## src/adcs_defines.vh

```
// constants for the conversion sequencer: register map, fields, resets and timing
`ifndef ADCS_DEFINES_VH
`define ADCS_DEFINES_VH

// register byte offsets
`define ADCS_OFF_CTRL       12'h000
`define ADCS_OFF_CONFIG     12'h004
`define ADCS_OFF_RESULT     12'h008
`define ADCS_OFF_STATUS     12'h00C
`define ADCS_OFF_MASK       12'h010
`define ADCS_OFF_STATE      12'h014

// control register fields
`define ADCS_CTRL_ENABLE    0
`define ADCS_CTRL_START     1

// acq_clock_config fields
`define ADCS_CLK_SEL_LSB    0
`define ADCS_CLK_SEL_MSB    2
`define ADCS_ACQ_SEL_LSB    3
`define ADCS_ACQ_SEL_MSB    5

// status and mask fields
`define ADCS_ST_DONE        0
`define ADCS_ST_ABORT       1
`define ADCS_ST_WIDTH       2

// reset values
`define ADCS_CTRL_RST       2'h0
`define ADCS_CLK_SEL_RST    3'h0
`define ADCS_ACQ_SEL_RST    3'h0
`define ADCS_RESULT_RST     12'h000
`define ADCS_STATUS_RST     2'h0
`define ADCS_MASK_RST       2'h0

// conversion clock selector codes
`define ADCS_CLK_DIV2       3'h0
`define ADCS_CLK_DIV4       3'h4
`define ADCS_CLK_DIV8       3'h1
`define ADCS_CLK_DIV16      3'h5
`define ADCS_CLK_DIV32      3'h2
`define ADCS_CLK_DIV64      3'h6

// timing
`define ADCS_PCLK_NS        25
`define ADCS_RC_TAD_NS      2500
`define ADCS_RC_TAD_CYC     (`ADCS_RC_TAD_NS / `ADCS_PCLK_NS)
`define ADCS_INSTR_CYC      4
`define ADCS_HOLDOFF_INSTR  2
`define ADCS_HOLDOFF_CYC    (`ADCS_HOLDOFF_INSTR * `ADCS_INSTR_CYC)
`define ADCS_DISCH_CYC      4
`define ADCS_CONV_TADS      13
`define ADCS_RES_BITS       12

// counter end values, sized to the counters that compare against them
`define ADCS_RC_TAD_PER     7'h64
`define ADCS_DISCH_LAST     7'h03
`define ADCS_INSTR_LAST     7'h03
`define ADCS_HOLDOFF_LAST   7'h07
`define ADCS_CONV_LAST      5'h0C

`endif

```

## src/adcs_sequencer.v

```verilog
// successive-approximation conversion sequencer with apb registers
//
// Chosen here: the APB register port and the address map.
`timescale 1ns/1ps
`include "adcs_defines.vh"

// Behaviour
// - conversion takes exactly 13 bit periods
// - seven clock sources, 110 is 64, x11 rc
// - codes 000,100,001,101,010 give 2..32 periods
// - rc source gives fixed 2.5 us period
// - acq field bits 5:3, auto sample then convert
// - manual start converts one instruction later
// - acq code 010 gives 4 period acquisition
// - clearing start aborts conversion at once
// - abort leaves result pair untouched
// - completion clears start, sets done flag
// - two instruction hold-off after end or abort
// - then acquisition restarts by itself
// - holding capacitor discharged before every sample
module adcs_sequencer
(
	input  wire        pclk,
	input  wire        presetn,
	input  wire        ce,
	input  wire        psel,
	input  wire        penable,
	input  wire        pwrite,
	input  wire [11:0] paddr,
	input  wire [31:0] pwdata,
	output wire        pready,
	output reg  [31:0] prdata,
	output reg         pslverr,
	input  wire        cmp_in,
	output wire        sample_en,
	output wire        discharge_en,
	output wire        conv_busy,
	output reg  [11:0] dac_code,
	output reg         irq
);

	localparam [6:0] S_IDLE  = 7'h01;
	localparam [6:0] S_DISCH = 7'h02;
	localparam [6:0] S_SAMP  = 7'h04;
	localparam [6:0] S_ACQ   = 7'h08;
	localparam [6:0] S_DLY   = 7'h10;
	localparam [6:0] S_CONV  = 7'h20;
	localparam [6:0] S_HOLD  = 7'h40;
	reg  [6:0]  state_reg;
	reg  [6:0]  state_next;
	reg  [6:0]  cyc_reg;
	reg  [6:0]  cyc_next;
	reg  [4:0]  tad_reg;
	reg  [4:0]  tad_next;
	reg  [3:0]  bit_reg;
	reg  [3:0]  bit_next;
	reg  [11:0] sar_next;
	reg         enable_reg;
	reg         start_reg;
	reg         start_next;
	reg  [2:0]  clk_sel_reg;
	reg  [2:0]  acq_sel_reg;
	reg  [11:0] result_reg;
	reg  [11:0] result_next;
	reg  [1:0]  status_reg;
	reg  [1:0]  mask_reg;
	reg  [1:0]  rd_status_reg;
	reg  [1:0]  events;
	reg         cmp_meta_reg;
	reg         cmp_sync_reg;
	reg  [4:0]  acq_len;
	reg  [11:0] resolved;
	reg  [31:0] rd_mux;
	reg         rd_hit;
	wire        tad_tick;
	wire        wr_en;
	wire        rd_en;
	// acquisition length table in bit periods, code 000 is manual
	function [4:0] acq_tads;
		input [2:0] code;
		begin
			case (code)
				3'h1:    acq_tads = 5'd2;
				3'h2:    acq_tads = 5'd4;
				3'h3:    acq_tads = 5'd6;
				3'h4:    acq_tads = 5'd8;
				3'h5:    acq_tads = 5'd12;
				3'h6:    acq_tads = 5'd16;
				3'h7:    acq_tads = 5'd20;
				default: acq_tads = 5'd0;
			endcase
		end
	endfunction
	adcs_tad_gen u_tad
	(
		.pclk     (pclk),
		.presetn  (presetn),
		.ce       (ce),
		.run      (state_reg == S_ACQ || state_reg == S_CONV),
		.clk_sel  (clk_sel_reg),
		.tad_tick (tad_tick)
	);
	assign pready       = ce;
	assign wr_en        = psel && penable && ce && pwrite;
	assign rd_en        = psel && penable && ce && !pwrite;
	assign sample_en    = state_reg[2] | state_reg[3];
	assign discharge_en = state_reg[1];
	assign conv_busy    = state_reg[5];
	// comparator comes from the analogue side, not from pclk logic
	always @(posedge pclk or negedge presetn)
	begin
		if (!presetn)
		begin
			cmp_meta_reg <= 1'b0;
			cmp_sync_reg <= 1'b0;
		end
		else if (ce)
		begin
			cmp_meta_reg <= cmp_in;
			cmp_sync_reg <= cmp_meta_reg;
		end
	end
	always @*
	begin
		acq_len  = acq_tads(acq_sel_reg);
		resolved = dac_code;
		if (!cmp_sync_reg)
			resolved[bit_reg] = 1'b0;
	end
	// sequencing
	always @*
	begin
		state_next  = state_reg;
		cyc_next    = cyc_reg;
		tad_next    = tad_reg;
		bit_next    = bit_reg;
		sar_next    = dac_code;
		result_next = result_reg;
		start_next  = start_reg;
		events      = 2'b00;
		if (wr_en && paddr == `ADCS_OFF_CTRL)
			start_next = pwdata[`ADCS_CTRL_START] & pwdata[`ADCS_CTRL_ENABLE];
		if (wr_en && paddr == `ADCS_OFF_RESULT)
			result_next = pwdata[11:0];
		case (state_reg)
			S_IDLE:
			begin
				if (enable_reg)
				begin
					state_next = S_DISCH;
					cyc_next   = 7'd0;
				end
			end
			S_DISCH:
			begin
				// empty the capacitor array so each sample starts from zero charge
				if (cyc_reg == `ADCS_DISCH_LAST)
					state_next = S_SAMP;
				else
					cyc_next = cyc_reg + 7'd1;
			end
			S_SAMP:
			begin
				if (start_reg)
				begin
					cyc_next = 7'd0;
					tad_next = 5'd0;
					if (acq_len == 5'd0)
						state_next = S_DLY;
					else
						state_next = S_ACQ;
				end
			end
			S_ACQ:
			begin
				if (tad_tick)
				begin
					if (tad_reg == acq_len - 5'd1)
					begin
						state_next = S_CONV;
						tad_next   = 5'd0;
						bit_next   = 4'd11;
						sar_next   = 12'h800;
					end
					else
						tad_next = tad_reg + 5'd1;
				end
			end
			S_DLY:
			begin
				// one instruction of slack lets the core enter sleep first
				if (cyc_reg == `ADCS_INSTR_LAST)
				begin
					state_next = S_CONV;
					tad_next   = 5'd0;
					bit_next   = 4'd11;
					sar_next   = 12'h800;
				end
				else
					cyc_next = cyc_reg + 7'd1;
			end
			S_CONV:
			begin
				// period 0 settles the msb trial, periods 1..12 resolve one bit each
				if (tad_tick)
				begin
					tad_next = tad_reg + 5'd1;
					if (tad_reg != 5'd0)
					begin
						sar_next = resolved;
						if (bit_reg != 4'd0)
						begin
							bit_next           = bit_reg - 4'd1;
							sar_next[bit_next] = 1'b1;
						end
					end
					if (tad_reg == `ADCS_CONV_LAST)
					begin
						state_next  = S_HOLD;
						cyc_next    = 7'd0;
						result_next = resolved;
						events[`ADCS_ST_DONE] = 1'b1;
						// a fresh start written in this very cycle survives
						if (!(wr_en && paddr == `ADCS_OFF_CTRL))
							start_next = 1'b0;
					end
				end
			end
			S_HOLD:
			begin
				if (cyc_reg == `ADCS_HOLDOFF_LAST)
				begin
					state_next = S_DISCH;
					cyc_next   = 7'd0;
				end
				else
					cyc_next = cyc_reg + 7'd1;
			end
			default:
				state_next = S_IDLE;
		endcase
		// start cleared mid-sequence: drop partial bits, result kept
		if ((state_reg == S_ACQ || state_reg == S_DLY || state_reg == S_CONV)
			&& !start_next && state_next != S_HOLD)
		begin
			state_next            = S_HOLD;
			cyc_next              = 7'd0;
			events[`ADCS_ST_ABORT] = 1'b1;
		end
		if (!enable_reg)
		begin
			state_next = S_IDLE;
			start_next = 1'b0;
		end
	end

	always @(posedge pclk or negedge presetn)
	begin
		if (!presetn)
		begin
			state_reg  <= S_IDLE;
			cyc_reg    <= 7'd0;
			tad_reg    <= 5'd0;
			bit_reg    <= 4'd0;
			dac_code   <= 12'h000;
			start_reg  <= 1'b0;
			result_reg <= `ADCS_RESULT_RST;
		end
		else if (ce)
		begin
			state_reg  <= state_next;
			cyc_reg    <= cyc_next;
			tad_reg    <= tad_next;
			bit_reg    <= bit_next;
			dac_code   <= sar_next;
			start_reg  <= start_next;
			result_reg <= result_next;
		end
	end
	// register file
	always @*
	begin
		rd_hit = 1'b1;
		rd_mux = 32'h00000000;
		case (paddr)
			`ADCS_OFF_CTRL:   rd_mux[1:0] = {start_reg, enable_reg};
			`ADCS_OFF_CONFIG: rd_mux[5:0] = {acq_sel_reg, clk_sel_reg};
			`ADCS_OFF_RESULT: rd_mux[11:0] = result_reg;
			`ADCS_OFF_STATUS: rd_mux[1:0] = status_reg;
			`ADCS_OFF_MASK:   rd_mux[1:0] = mask_reg;
			`ADCS_OFF_STATE:  rd_mux[6:0] = state_reg;
			default:          rd_hit = 1'b0;
		endcase
	end

	always @(posedge pclk or negedge presetn)
	begin
		if (!presetn)
		begin
			enable_reg    <= 1'b0;
			clk_sel_reg   <= `ADCS_CLK_SEL_RST;
			acq_sel_reg   <= `ADCS_ACQ_SEL_RST;
			mask_reg      <= `ADCS_MASK_RST;
			status_reg    <= `ADCS_STATUS_RST;
			rd_status_reg <= 2'b00;
			prdata        <= 32'h00000000;
			pslverr       <= 1'b0;
			irq           <= 1'b0;
		end
		else if (ce)
		begin
			// read data is captured in the setup cycle and held through access
			if (psel && !penable)
			begin
				prdata        <= pwrite ? 32'h00000000 : rd_mux;
				pslverr       <= !rd_hit;
				rd_status_reg <= (!pwrite && paddr == `ADCS_OFF_STATUS) ? status_reg : 2'b00;
			end
			if (wr_en && paddr == `ADCS_OFF_CTRL)
				enable_reg <= pwdata[`ADCS_CTRL_ENABLE];
			if (wr_en && paddr == `ADCS_OFF_CONFIG)
			begin
				clk_sel_reg <= pwdata[`ADCS_CLK_SEL_MSB:`ADCS_CLK_SEL_LSB];
				acq_sel_reg <= pwdata[`ADCS_ACQ_SEL_MSB:`ADCS_ACQ_SEL_LSB];
			end
			if (wr_en && paddr == `ADCS_OFF_MASK)
				mask_reg <= pwdata[1:0];
			// only bits that were actually read are cleared; a new event wins
			if (rd_en && paddr == `ADCS_OFF_STATUS)
				status_reg <= (status_reg & ~rd_status_reg) | events;
			else
				status_reg <= status_reg | events;
			irq <= |((status_reg | events) & mask_reg);
		end
	end

endmodule

```

## src/adcs_tad_gen.v

```verilog
// conversion bit period tick generator, divided oscillator or internal rc
`timescale 1ns/1ps
`include "adcs_defines.vh"

module adcs_tad_gen
(
	input  wire       pclk,
	input  wire       presetn,
	input  wire       ce,
	input  wire       run,
	input  wire [2:0] clk_sel,
	output reg        tad_tick
);

	reg  [6:0] cnt_reg;
	reg  [6:0] period;

	always @*
	begin
		case (clk_sel)
			// two clocks outrun the comparator synchroniser, bits need three or more
			`ADCS_CLK_DIV2:  period = 7'd2;
			`ADCS_CLK_DIV4:  period = 7'd4;
			`ADCS_CLK_DIV8:  period = 7'd8;
			`ADCS_CLK_DIV16: period = 7'd16;
			`ADCS_CLK_DIV32: period = 7'd32;
			`ADCS_CLK_DIV64: period = 7'd64;
			// x11: rc source, fixed bit period of 100 core clock cycles
			default:         period = `ADCS_RC_TAD_PER;
		endcase
	end

	// preloaded to one while idle: the registered tick then lands a whole period after run rises
	always @(posedge pclk or negedge presetn)
	begin
		if (!presetn)
		begin
			cnt_reg  <= 7'h00;
			tad_tick <= 1'b0;
		end
		else if (ce)
		begin
			if (!run)
			begin
				cnt_reg  <= 7'h01;
				tad_tick <= 1'b0;
			end
			else if (cnt_reg >= period - 7'd1)
			begin
				cnt_reg  <= 7'h00;
				tad_tick <= 1'b1;
			end
			else
			begin
				cnt_reg  <= cnt_reg + 7'd1;
				tad_tick <= 1'b0;
			end
		end
	end

endmodule
```

## config.mk

```make
export PLATFORM = sky130hd
export DESIGN_NAME = adcs_sequencer
export DESIGN_NICKNAME = d
export VERILOG_FILES = /design/src/adcs_sequencer.v /design/src/adcs_tad_gen.v
export VERILOG_INCLUDE_DIRS = /design/src
export SDC_FILE = /design/constraint.sdc
export NUM_CORES = 1
export LEC_CHECK = 0
export BUFFER_PORTS_ARGS = -buffer_cell sky130_fd_sc_hd__buf_2
export CORE_UTILIZATION = 57
export CTS_CLUSTER_DIAMETER = 150
export DETAILED_ROUTE_END_ITERATION = 7
export GPL_TIMING_DRIVEN = 1
export PLACE_DENSITY_LB_ADDON = 0.05
export SLEW_MARGIN = 20
export SYNTH_ARGS = -nofsm -noshare
export SYNTH_HDL_FRONTEND = slang
export SYNTH_HIERARCHICAL = 1
export SYNTH_SLANG_ARGS = --single-unit
```

## constraint.sdc

```tcl
create_clock -name pclk -period 3.29 [get_ports pclk]
set_input_delay 0.658 -clock pclk [delete_from_list [all_inputs] [get_ports pclk]]
set_output_delay 0.658 -clock pclk [all_outputs]
set_load 0.005 [all_outputs]
```

==> metrics <==
status=finished clean; worst r2r src=state_reg[6]$_DFFE_PN0P_; Detailed Route WL=13700 um; IO Port Bufs=60; routed length per instance=16.7 um; initial antenna violation count=0; gr usage total=28.2%; core area=9730 um^2; Critical Path AT=3.05 ns; CTS buffer count=9; Hold WC Path Type=in2async; worst hold margin=0.359 ns; final setup fails=0; Worst Path Required=3.54 ns; Worst-Margin Slew=0.779 ns; leakage power=2.78 nW; R2R depth=8; final hold violations=0; share of cells above drive strength 1=21.9%; minimum clock period=2.80 ns; GRT Residual Overflow=0; Syn-to-layout area delta=8.88%; post-synthesis cell count=631; I/O Pins=101; M1 GR Usage=37.8%; setup_tns=0 ns; Cell variety after synth=82; CTS tree=yes; count of state elements after synthesis=85; max-slew violation count=0; vias per cell=5.94; Worst setup EP type=flip-flop; number of synthesized flops with an enable pin=0; most frequent cells in the layout=dfrtp_1 (84), nand2_1 (75), o21ai_0 (59), buf_2 (59), a21oi_1 (38); Worst Clk Skew=0.0130 ns; drt initial violations=226; critical path class=reg2reg; Avg Synthesized Cell Area=9.02 um^2; largest net degree at the start of global routing=62; Final Cell Area=6200 um^2; H-tree depth=3; remaining routing DRC violations=0; crit start category=flip-flop; first-pass GRT wire length=22500 um; RSZ-0062 raised after global routing=false; full die area=10400 um^2; relative slew slack=48.1%; Synth async-reset ratio=100%; commonest non-fill, non-tap cell in the layout=dfrtp_1; Die X-Extent=102 um; TritonCTS Sinks=85; met3 Usage GRT=4.92%; # rows=36; Pwr per Cell Area=349 nW/um^2; M2 GR Usage=45.2%; Max-Cap Viols=0; Die Y=102 um; DP Wirelength=9950 um; Final period util=85.1%; Pre-antenna DRT Iters=5; fmax=357 MHz; Final Power=2.16 mW; sequential share of the synthesized area=37.4%; CTS root buffer=clkbuf_8; layout net count=750; Clock Tree Buf Depth=2; Post-CTS Setup Bufs=0; Hold Buf Count CTS=0; GPL Wtd Cong=0.913; Antenna Violating Nets Remaining=0; GRT busiest layer=met2; CP max FO=18; placed cell areas=5960 um^2; Clock Latency Late Sink=0.37 ns; Yosys warning count=6; Via Count=4853; VDD IR max=0.247 mV; Initial Util=58.5%; synthesized area=5690 um^2; Worst-path clk slew=0.09 ns; n_diodes=0; Worst setup startpoint=state_reg[6]$_DFFE_PN0P_; CTS resizes=0; ys flop type=dfrtp_1; vias in the first global route=4644
-- logic make-up after synthesis --
logic type | count (synthesis) | share of synthesized area [%]
buffers and inverters | 80 | 8.04
multiplexers | 34 | 7.14
AND/OR/NAND/NOR | 231 | 21.9
XOR/XNOR | 11 | 1.69
adder cells (fa/ha/maj) | 20 | 4.39
flip-flops | 85 | 37.4
AO/OA/AOI/OAI | 169 | 19.4
other | 1 | 0.0659
-- worst max-delay path, stage by stage, from the launching register on --
cell,delay [ns]
dfrtp_1,0.65
inv_1,0.16
nand4_1,0.22
buf_4,0.27
a21oi_1,0.15
or4b_4,0.59
inv_2,0.12
nand2_4,0.16
mux2_4,0.36
-- report_power, final --
group	internal [mW]	switching, mW	total, mW
Combinational	0.0623	0.0918	0.154
Sequential	1.07	0.0361	1.10
Clock	0.511	0.396	0.906
Total	1.64	0.523	2.16
-- synthesized netlist by cell type (5+ instances only) --
library cell  count  area, um^2
clkbuf_1         15        56.3
dfrtp_1          84        2100
xor2_1            7        61.3
nand2b_1         10        62.6
o22ai_1           8        50.1
o21ai_0          59         295
mux2i_1           5        50.1
a21oi_1          38         190
buf_4            22         165
nand3_1          33         165
nor2_1           35         131
nand4_1           9        56.3
mux2_2           21         236
buf_6             6        67.6
nand3b_1          6        45.0
nand2_1          75         282
buf_2             5        25.0
mux2_4            8         120
o2bb2ai_1         5        43.8
ha_1             20         250
nor3_1           15        75.1
inv_1            25        93.8
or2_2             7        43.8
-- layer usage --
layer / routed length, um / up-vias
li1: - / 2333
met1: 6210 / 2346
met3: 631 / 29
met2: 6520 / 145
met5: 0 / -
met4: 320 / 0
-- area by class of cell --
type | count | area [um^2]
clock inverters | 5 | 108
clock buffers | 11 | 131
well taps | 133 | 166
fillers | 857 | 3530
repair buffers | 71 | 385
flip-flops and latches | 85 | 2130
multi-input cells | 485 | 3180
inverters | 27 | 101
-- through the flow --
stage          instances  utilization (%)  worst slack [ns]
6_report             817             63.7             0.490
5_1_grt              817             63.7             0.304
4_1_cts              817             63.7             0.516
3_5_place_dp         801             61.3             0.521
3_3_place_gp         801             61.3             0.567
2_1_floorplan        650                -             0.777
-- final timing paths --
path | slack, ns | endpoint
setup / recovery | 0.49 | dac_code[4]$_DFFE_PN0P_
max in group asynchronous | 2.24 | dac_code[8]$_DFFE_PN0P_
hold reg to reg | 0.48 | prdata[10]$_DFFE_PN0P_
min in group pclk | 0.48 | prdata[10]$_DFFE_PN0P_
setup reg to reg | 0.49 | dac_code[4]$_DFFE_PN0P_
hold / removal | 0.36 | cyc_reg[5]$_DFFE_PN0P_
(Power assumes the default switching activity.)
